**src/rtl/timer_edge_ff_map.vh**
```
`ifndef TIMER_EDGE_FF_MAP_VH
`define TIMER_EDGE_FF_MAP_VH

`define EDGE_SEL_A_OFS     32'h00800218
`define EDGE_SEL_B_OFS     32'h0080021A
`define EDGE_SEL_RESET     16'h0000

`define EDGE_OFF           2'h0
`define EDGE_RISE          2'h1
`define EDGE_FALL          2'h2
`define EDGE_BOTH          2'h3

// Timer kinds
`define KIND_OUTPUT_P      3'h0
`define KIND_IO            3'h1
`define KIND_MEASURE_16    3'h2
`define KIND_MEASURE_32    3'h3
`define KIND_INPUT_COUNT   3'h4
`define KIND_OUTPUT_D      3'h5
`define KIND_OUTPUT_MULTI  3'h6

// Modes
`define MODE_PWM           3'h0
`define MODE_SINGLE        3'h1
`define MODE_DELAYED       3'h2
`define MODE_CONTINUOUS    3'h3
`define MODE_SINGLE_PWM    3'h4
`define MODE_MEAS_CLEAR    3'h5
`define MODE_MEAS_FREE     3'h6
`define MODE_NOISE         3'h7

`endif

```
**src/rtl/edge_detect_unit.v**
```verilog
`timescale 1ns/1ps
`default_nettype none
`include "timer_edge_ff_map.vh"
module edge_detect_unit (
    input  wire       clock_i,   // Clock
    input  wire       nrst_i,    // Async reset, active low
    input  wire       pin_i,     // Raw timer input
    input  wire [1:0] sel_i,     // Edge select field
    output reg        event_o    // One-cycle edge pulse
);
    reg sync1_reg;
    reg sync2_reg;
    reg prev_reg;
    wire rise;
    wire fall;

    assign rise = sync2_reg & ~prev_reg;
    assign fall = ~sync2_reg & prev_reg;

    always @(posedge clock_i or negedge nrst_i) begin
        if (!nrst_i) begin
            sync1_reg <= 1'h0;
            sync2_reg <= 1'h0;
            prev_reg  <= 1'h0;
            event_o   <= 1'h0;
        end else begin
            sync1_reg <= pin_i;
            sync2_reg <= sync1_reg;
            prev_reg  <= sync2_reg;
            case (sel_i)
                `EDGE_RISE: event_o <= rise;
                `EDGE_FALL: event_o <= fall;
                `EDGE_BOTH: event_o <= rise | fall;
                default:    event_o <= 1'h0;
            endcase
        end
    end
endmodule
`default_nettype wire

```
**src/rtl/timer_input_edge_and_output_ff_trigger.v**
```verilog
`timescale 1ns/1ps
`default_nettype none
`include "timer_edge_ff_map.vh"
module timer_input_edge_and_output_ff_trigger #(
    parameter NUM_CH = 8                       // Timer channels served
) (
    input  wire                clock_i,        // Clock, 25 MHz
    input  wire                nrst_i,         // Async reset, active low
    input  wire [31:0]         addr_i,         // Register byte address
    input  wire [15:0]         wdata_i,        // Write data
    input  wire                wr_i,           // Write strobe
    input  wire                rd_i,           // Read strobe
    output reg  [15:0]         rdata_o,        // Read data, cycle after rd_i
    input  wire [15:0]         tin_i,          // Pins 12..23 (0..11), 30..33 (12..15)
    output reg  [15:0]         tin_event_o,    // Edge pulses, same order
    input  wire [3*NUM_CH-1:0] ch_kind_i,      // Per-channel timer kind
    input  wire [3*NUM_CH-1:0] ch_mode_i,      // Per-channel mode
    input  wire [NUM_CH-1:0]   ch_enable_i,    // Counter enable pulse
    input  wire [NUM_CH-1:0]   ch_underflow_i, // Counter underflow pulse
    output reg  [NUM_CH-1:0]   ff_trigger_o,   // Trigger pulse to output flip-flop
    output reg  [NUM_CH-1:0]   ff_out_o        // Timer output flip-flops
);
    ////////////////////////////////////////////////////////////////////////////
    reg  [15:0] edge_sel_a_reg;
    reg  [15:0] edge_sel_b_reg;
    wire [15:0] events;
    wire [31:0] sel_map;
    reg  [NUM_CH-1:0] trig_next;
    integer i;

    // Enable-trigger allowed for this kind and mode
    function on_enable;
        input [2:0] kind;
        input [2:0] mode;
        begin
            on_enable = 1'b0;
            case (kind)
                `KIND_OUTPUT_P, `KIND_IO, `KIND_OUTPUT_D, `KIND_OUTPUT_MULTI:
                    on_enable = (mode == `MODE_PWM) || (mode == `MODE_SINGLE) ||
                                (mode == `MODE_CONTINUOUS);
                default: on_enable = 1'b0;
            endcase
        end
    endfunction

    // Underflow-trigger allowed for this kind and mode
    function on_underflow;
        input [2:0] kind;
        input [2:0] mode;
        begin
            case (kind)
                `KIND_MEASURE_16, `KIND_MEASURE_32, `KIND_INPUT_COUNT:
                    on_underflow = 1'b0;
                `KIND_IO:
                    on_underflow = (mode != `MODE_SINGLE_PWM);
                `KIND_OUTPUT_MULTI:
                    on_underflow = (mode <= `MODE_SINGLE_PWM) &&
                                   (mode != `MODE_DELAYED);
                default:
                    on_underflow = (mode <= `MODE_CONTINUOUS);
            endcase
        end
    endfunction

    ////////////////////////////////////////////////////////////////////////////
    // Field of input n is at bits 2k+1:2k, lowest bits holding the highest input
    assign sel_map = {edge_sel_b_reg[1:0], edge_sel_b_reg[3:2],
                      edge_sel_b_reg[5:4], edge_sel_b_reg[7:6],
                      edge_sel_b_reg[9:8], edge_sel_b_reg[11:10],
                      edge_sel_b_reg[13:12], edge_sel_b_reg[15:14],
                      edge_sel_a_reg[1:0], edge_sel_a_reg[3:2],
                      edge_sel_a_reg[5:4], edge_sel_a_reg[7:6],
                      edge_sel_a_reg[9:8], edge_sel_a_reg[11:10],
                      edge_sel_a_reg[13:12], edge_sel_a_reg[15:14]};

    genvar g;
    generate
        for (g = 0; g < 16; g = g + 1) begin : edge_gen
            edge_detect_unit u_edge (
                .clock_i (clock_i),
                .nrst_i  (nrst_i),
                .pin_i   (tin_i[g]),
                .sel_i   (sel_map[2*g+1:2*g]),
                .event_o (events[g])
            );
        end
    endgenerate

    ////////////////////////////////////////////////////////////////////////////
    // Bus is halfword-only; software keeps to whole-halfword writes
    always @(posedge clock_i or negedge nrst_i) begin
        if (!nrst_i) begin
            edge_sel_a_reg <= `EDGE_SEL_RESET;
            edge_sel_b_reg <= `EDGE_SEL_RESET;
            rdata_o        <= 16'h0000;
        end else begin
            if (wr_i && addr_i == `EDGE_SEL_A_OFS)
                edge_sel_a_reg <= wdata_i;
            if (wr_i && addr_i == `EDGE_SEL_B_OFS)
                edge_sel_b_reg <= wdata_i;
            if (rd_i && addr_i == `EDGE_SEL_A_OFS)
                rdata_o <= edge_sel_a_reg;
            else if (rd_i && addr_i == `EDGE_SEL_B_OFS)
                rdata_o <= edge_sel_b_reg;
            else
                rdata_o <= 16'h0000;
        end
    end

    ////////////////////////////////////////////////////////////////////////////
    // Separate path from the event bus, so its timing is its own
    always @* begin
        trig_next = {NUM_CH{1'b0}};
        for (i = 0; i < NUM_CH; i = i + 1) begin
            trig_next[i] =
                (ch_enable_i[i] & on_enable(ch_kind_i[3*i+:3], ch_mode_i[3*i+:3])) |
                (ch_underflow_i[i] & on_underflow(ch_kind_i[3*i+:3], ch_mode_i[3*i+:3]));
        end
    end

    always @(posedge clock_i or negedge nrst_i) begin
        if (!nrst_i) begin
            tin_event_o  <= 16'h0000;
            ff_trigger_o <= {NUM_CH{1'b0}};
            ff_out_o     <= {NUM_CH{1'b0}};
        end else begin
            tin_event_o  <= events;
            ff_trigger_o <= trig_next;
            ff_out_o     <= ff_out_o ^ trig_next;
        end
    end
endmodule
`default_nettype wire

```
**config.mk**
```make
export PLATFORM = sky130hd
export DESIGN_NAME = timer_input_edge_and_output_ff_trigger
export DESIGN_NICKNAME = d
export VERILOG_FILES = /design/src/rtl/edge_detect_unit.v /design/src/rtl/timer_input_edge_and_output_ff_trigger.v
export VERILOG_INCLUDE_DIRS = /design/src /design/src/rtl
export SDC_FILE = /design/constraint.sdc
export NUM_CORES = 1
export LEC_CHECK = 0
export ABC_AREA = 0
export BUFFER_PORTS_ARGS = -buffer_cell sky130_fd_sc_hd__buf_2
export CAP_MARGIN = 20
export CORE_ASPECT_RATIO = 1.1
export CORE_MARGIN = 1
export CORE_UTILIZATION = 55
export CTS_CLUSTER_SIZE = 30
export DETAILED_ROUTE_END_ITERATION = 10
export PLACE_DENSITY = 0.81
export REMOVE_ABC_BUFFERS = 1
export SLEW_MARGIN = 15
export SYNTH_ARGS = -nofsm -noshare
export SYNTH_HDL_FRONTEND = slang
export SYNTH_HIERARCHICAL = 1
export SYNTH_SLANG_ARGS = --single-unit
```
**constraint.sdc**
```tcl
create_clock -name clock_i -period 2.4 [get_ports clock_i]
set_input_delay 0.36 -clock clock_i [delete_from_list [all_inputs] [get_ports clock_i]]
set_output_delay 0.36 -clock clock_i [all_outputs]
set_load 0.1 [all_outputs]
```
==> metrics.md, run 1 <==
| Metric | Value |
|---|---|
| Number of global-route vias before repair | `roughly 4,500` |
| Clk root buf | `clkbuf_16` |
| Final Total Pwr | `6250 µW` |
| First-pass GRT wire length | `20,700 µm` |
| Worst EP arrival | `2020 ps` |
| CP cell instances | `buf_2 -> nor4_1 -> nand4_1 -> nor2_1 -> and3b_1 -> buf_4 -> mux2_2` |
| GRT Overall Usage | `0.241` |
| Buf/Inv on CP | `2` |
| TritonCTS clock tree | `yes` |
| Number of CTS-inserted buffers | `17` |
| Hold Slack | `50.8 ps` |
| Area of the multi-input gates | `2220 µm²` |
| Die Wd | `102 µm` |
| Crit-path slowest cell | `mux2_2` |
| Worst EP required | `2690 ps` |
| Area grow syn2layout | `27.2%` |
| Leakage | `0.00409 µW` |
| Largest net degree at the start of global routing | `57` |
| Io pins | `180` |
| Max_cap viols | `0` |
| Fill cell count | `~700` |
| Adder-cell share of the synthesized area | `0.0662` |
| Status | `complete, no violations` |
| Clock Latency Late Sink | `between 400 and 500 ps` |
| CP peak stage delay | `390 ps` |
| Synthesized area | `6050 µm²` |
| GP Congestion | `~0.76` |
| Starting Density | `0.574` |
| Switching Power | `1820 µW` |
| RSZ-0062 raised after global routing | `false` |
| Hpwl dp | `8810 µm` |
| CP max FO | `16` |
| Dominant synthesized flop cell | `dfrtp_1` |
| Skew final | `3.52 ps` |
| Diodes inserted | `0` |
| Final WL | `12,400 µm` |
| Hold Crit Start | `tin_i[12]` |
| 1st-iter DRT viols | `170` |
| Post-synth EDFFs | `0` |
| Peak supply drop | `0.559 mV` |
| NumNets Final | `842` |
| Slew @ Worst Pin | `661 ps` |
| Combinational family with the most area after synthesis | `multiplexers` |
| Vias | `4,234` |
| Mux cell area share after synthesis | `0.108` |
| Slew Limit Fails | `0` |
| FMAX | `579 MHz` |
| Combinational power share | `0.174` |
| PortBufs | `179` |
| PwrDens | `about 800 nW/µm²` |
| Setup TNS | `0 ps` |
| Reg2reg start | `edge_gen[1].u_edge/sync2_reg` |
| DIE HEIGHT | `112 µm` |
| Worst-path clk slew | `50 ps` |
| CP delay by family, top | `simple AND/OR/NAND/NOR gates` |
| Compound-Gate Fraction of Synth Area | `0.0755` |
| HP Class | `primary input to flop` |
| Crit path kind | `primary input to flop` |
| Grt ovf | `0` |
| Min cycle time layout | `1730 ps` |
| Final core utilization | `0.730` |
| Syn_area_per_cell | `12.6 µm²` |
| Clock Tree Buf Depth | `2` |
| TritonRoute pass-1 iters | `4` |
| Synth unique cells | `37` |
| Asr flop ratio synth | `1.00` |
| Mapped Cells | `about 480` |
| DRC | `0` |
| FP Rows | `39` |
| Clock sink count | `between 100 and 150` |
| Storage cell area | `roughly 3600 µm²` |
| Sequential power share | `0.420` |
| Synth Area in Simple Gates | `0.105` |
| Relative slew slack | `0.558` |
| Synth warnings | `6` |
| Drt wl/cell | `15.0 µm` |
| Startpoint Class | `primary input` |
| #FFs+latches synth | `144` |
| CP Capture Type | `flop` |
| Leading cell type in the layout, fill and taps excluded | `buf_2` |
| Most frequent cells in the layout | `buf_2, dfrtp_1, inv_1` |
| Post-Synth XOR/XNOR Area | `0.0116` |
| Switch share | `0.291` |
| Final hold vios | `0` |
| Antenna Nets Post-Route | `0` |
| H-tree depth | `4` |
| Clock Power Share | `0.406` |
| Final setup violation count | `0` |
| Worst Setup SP | `addr_i[17]` |
| Seq/Total Area, Yosys | `0.595` |
| Post-CTS Setup Bufs | `0` |
| Layout cells sized above 1 | `0.375` |
| Period Utilization, post-route | `0.720` |
| Pint | `4430 µW` |
| Die area | `11,400 µm²` |
| Core Box Area | `about 11,000 µm²` |
| Initial antenna violation count | `0` |
| Drt via density | `between 5 and 6` |
-- Yosys cell counts (3+ instances only) --
cell type / n / area share
mux2i_1: 16 / 0.026
o21ai_1: 32 / 0.026
nor3_1: 3 / 0.0025
nor4b_2: 3 / 0.0074
a211oi_2: 5 / 0.010
a21oi_1: 4 / 0.0033
mux2_4: 20 / 0.050
nand2b_1: 8 / 0.0083
ha_1: 32 / 0.066
nor4_1: 3 / 0.0031
mux2_2: 17 / 0.032
dfrtp_1: 144 / 0.60
nand3b_1: 5 / 0.0062
o21ai_0: 15 / 0.012
nor2_1: 30 / 0.019
a211oi_1: 6 / 0.0074
a31oi_1: 6 / 0.0062
nor2b_1: 33 / 0.034
inv_1: 42 / 0.026
xor2_1: 8 / 0.012
nand2_1: 27 / 0.017
-- final cells by class --
type                            instances  area share
Tap cell                              143      0.0232
Multi-Input combinational cell        286       0.288
Clock buffer                           21      0.0585
Sequential cell                       144       0.468
Clock inverter                          8      0.0150
Timing Repair Buffer                  187       0.127
Inverter                               42      0.0205
-- kinds of logic (layout without fill, tap and decap cells) --
family,count (synthesis),in the layout
flip-flops,144,144
AND/OR/NAND/NOR,119,119
AO/OA/AOI/OAI,74,74
multiplexers,53,53
buffers and inverters,49,258
adder cells (fa/ha/maj),32,32
XOR/XNOR,8,8
-- what timing repair did --
item,in CTS,in global routing
gates resized for setup,0,0
endpoints found under the hold margin,52,0
hold buffers,1,0
-- through the flow --
step / setup WS [ps] / instance area [µm²] / std cells
6_report: 672 / 7700 / 831
5_1_grt: 624 / 7700 / 831
4_1_cts: 684 / 7700 / 831
3_5_place_dp: 262 / 7120 / 801
3_3_place_gp: 421 / 7120 / 801
2_1_floorplan: 369 / 5980 / 472
-- worst reg2reg max path: stages, from the launching register on --
cell,delay (ps)
dfrtp_1,370
inv_1,60
ha_1,290
nor2b_1,160
o21ai_1,100
o21ai_1,80
-- path summary, 6_finish.rpt --
path | cells after the start | slack [ps] | end
max in group asynchronous | 3 | 1180 | tin_event_o[2]
hold reg to reg | 0 | 350 | edge_gen[5].u_edge/sync2_reg
setup reg to reg | 5 | 1260 | edge_gen[1].u_edge/event_o
hold / removal | 1 | 50 | edge_gen[12].u_edge/sync1_reg
setup / recovery | 7 | 670 | edge_sel_a_reg[2]
min in group asynchronous | 2 | 490 | tin_event_o[14]
-- power by group through the flow --
stage          registers (µW)  logic [µW]  clock network [µW]
3_3_place_gp             2660        1060                   0
4_1_cts                  2630        1090                2570
2_1_floorplan            3250         162                   0
5_1_grt                  2640        1150                2680
6_report                 2630        1090                2540
3_5_place_dp             2670        1090                   0
-- metal layers --
layer,vias up,GRT usage,wire (µm)
li1,2008,-,-
met5,-,0,0
met1,2074,0.274,4940
met3,21,0.0797,564
met2,131,0.425,6690
met4,0,0.0762,234
Power figures use the tool's default switching activity.
==> inputs of run 2 (changes only) <==
- CORE_UTILIZATION: 55 -> 52
- PLACE_DENSITY: 0.81 -> 0.77
- clock period: 2.4 -> 1.6 ns (I/O delays scaled with it)
==> run 2 against run 1 <==
- utilization decreased by 1.1 points
- flip-flop and latch count unchanged
- combinational power increased by 51%
- sequential power increased by 50%
- power increased by 56%
- hold slack got worse by 19 ps
- critical path type is now flop to output pin
==> metrics.md, run 2 (synthesized netlist as in run 1, its figures left out) <==
| Metric | Value |
|---|---|
| Status | `complete, no violations` |
| Drt via density | `5.09 (about the same)` |
| Buf/Inv on CP | `1 (-1)` |
| H-tree depth | `4 (unchanged)` |
| PortBufs | `179 (unchanged)` |
| Clock Tree Buf Depth | `2 (unchanged)` |
| Hpwl dp | `8690 µm (-1.4%)` |
| Pre-CTS setup slack | `-253 ps (-514 ps)` |
| Die area | `12,100 µm² (+5.7%)` |
| Met3 wire length | `557 µm (-1.2%)` |
| Switching Power | `2790 µW (+53%)` |
| Switch share | `0.285 (-0.00645)` |
| TritonCTS clock tree | `yes` |
| TritonRoute pass-1 iters | `4 (unchanged)` |
| Detailed-routing wirelength on met1 | `4920 µm (-0.55%)` |
| FMAX | `roughly 680 MHz` |
| Leading cell type in the layout, fill and taps excluded | `buf_2` |
| Final WS setup | `138 ps (-535 ps)` |
| Startpoint Class | `flop` |
| Area grow syn2layout | `32.1%` |
| Final setup violation count | `0 (unchanged)` |
| Crit path kind | `flop to output pin` |
| Grt ovf | `0 (unchanged)` |
| Largest net degree at the start of global routing | `47 (-18%)` |
| Antenna Nets Post-Route | `0 (unchanged)` |
| CP peak stage delay | `440 ps (+50 ps)` |
| Diodes inserted | `0 (unchanged)` |
| Clk root buf | `clkbuf_16` |
| Most frequent cells in the layout | `buf_2, dfrtp_1, inv_1` |
| Setup TNS | `0 ps (unchanged)` |
| RSZ-0062 raised after global routing | `false` |
| GP Congestion | `0.762 (+0.14%)` |
| Worst EP arrival | `1220 ps (-800 ps)` |
| Min cycle time layout | `approximately 1500 ps` |
| CTS resizes | `0 (unchanged)` |
| Reg2Reg Setup Slack | `450 ps (-810 ps)` |
| Slew Limit Fails | `0 (unchanged)` |
| Max_cap viols | `0 (unchanged)` |
| Sequential power share | `0.403 (-0.017)` |
| Relative slew slack | `0.665 (+0.107)` |
| 1st-iter DRT viols | `183 (+7.6%)` |
| CP cell instances | `buf_2` |
| Layout cells sized above 1 | `0.371 (-0.00353)` |
| Slew @ Worst Pin | `505 ps (-156 ps)` |
| Final WL | `12,500 µm (+0.15%)` |
| CP max FO | `2 (-14)` |
| Number of CTS-inserted buffers | `17 (unchanged)` |
| Number of global-route vias before repair | `4,477 (+0.16%)` |
| Final hold vios | `0 (unchanged)` |
| Hold Slack | `32.1 ps (-18.7 ps)` |
| Final Non-Filler Cells | `855 (+2.9%)` |
| Clock Latency Late Sink | `410 ps (about the same)` |
| GRT Overall Usage | `0.221 (-0.0200)` |
| FP Rows | `40 (+2.6%)` |
| Core Box Area | `11,100 µm² (+5.4%)` |
| Pint | `6990 µW (+58%)` |
| Die Wd | `105 µm (+2.8%)` |
| NumNets Final | `859 (+2.0%)` |
| CP delay by family, top | `buffers and inverters` |
| Leakage | `0.00420 µW (+2.8%)` |
| Clock sink count | `144 (unchanged)` |
| Worst EP required | `1360 ps (-1330 ps)` |
| Skew final | `5.81 ps (+2.29 ps)` |
| Peak supply drop | `0.868 mV (+55%)` |
| Dpl cells | `806 (+0.62%)` |
| DR WL met2 | `6700 µm (+0.21%)` |
| Clock Power Share | `0.428 (+0.022)` |
| PwrDens | `1220 nW/µm² (+51%)` |
| CP Capture Type | `output pin` |
| Vias | `4,355 (+2.9%)` |
| Initial antenna violation count | `1 (+1)` |
| Drt wl/cell | `14.6 µm (-2.7%)` |
| DRC | `0 (unchanged)` |
| DIE HEIGHT | `115 µm (+2.8%)` |
| HP Class | `primary input to flop` |
| Starting Density | `0.545 (-0.0295)` |
| Io pins | `180 (unchanged)` |
| Crit-path slowest cell | `buf_2` |
| First-pass GRT wire length | `20,500 µm (-1.3%)` |
| Worst-path clk slew | `60 ps (about the same)` |
| Period Utilization, post-route | `0.914` |
| Top Metal Used | `met5` |
| Combinational power share | `0.169 (-0.005)` |
-- run 2: worst paths after layout --
check                                              from                           end  cells past startpoint
max                                         ff_out_o[7]                   ff_out_o[7]                      1
min                                       ch_kind_i[19]               ff_trigger_o[6]                      2
max reg2reg                edge_gen[3].u_edge/sync2_reg    edge_gen[3].u_edge/event_o                      5
min reg2reg                edge_gen[0].u_edge/sync1_reg  edge_gen[0].u_edge/sync2_reg                      0
max in group asynchronous                        nrst_i             edge_sel_b_reg[2]                      3
min in group asynchronous                        nrst_i                    rdata_o[3]                      2
-- run 2: repair_timing --
action / 4_1_cts / 5_1_grt
hold buffers: 17 / 0
endpoints found under the hold margin: 45 / 0
buffers inserted: 0 / 0
endpoints found under the setup margin: 0 / 0
-- run 2: stage by stage --
| step | power (µW) | utilization | area [µm²] |
|---|---|---|---|
| after CTS | 9870 | 0.720 | 8000 |
| after global placement | 5580 | 0.647 | 7190 |
| after floorplan | 5130 | - | 5980 |
| after detailed placement | 5630 | 0.647 | 7190 |
| after global routing | 10100 | 0.720 | 8000 |
| final | 9780 | 0.720 | 8000 |
-- run 2: final cells by class --
| cell class | count | area (µm²) |
|---|---|---|
| Fill cell | 772 | 3110 |
| Multi-Input combinational cell | 286 | 2220 |
| Timing Repair Buffer | 204 | 1190 |
| Clock inverter | 9 | 154 |
| Clock buffer | 23 | 488 |
| Inverter | 42 | 158 |
| Tap cell | 147 | 184 |
| Sequential cell | 144 | 3600 |
-- run 2: metal layers --
| layer | vias to the layer above | track usage |
|---|---|---|
| met4 | 2 | 0.101 |
| met3 | 23 | 0.0590 |
| met2 | 140 | 0.394 |
| met1 | 2142 | 0.251 |
| li1 | 2048 | - |
| met5 | - | 0 |
-- run 2: power groups by stage --
| stage | Clock, µW | Sequential [µW] | Combinational, µW |
|---|---|---|---|
| after floorplan | 0 | 4880 | 243 |
| after global placement | 0 | 4000 | 1580 |
| after detailed placement | 0 | 4000 | 1630 |
| after CTS | 4250 | 3950 | 1670 |
| after global routing | 4400 | 3970 | 1750 |
| final | 4180 | 3940 | 1650 |
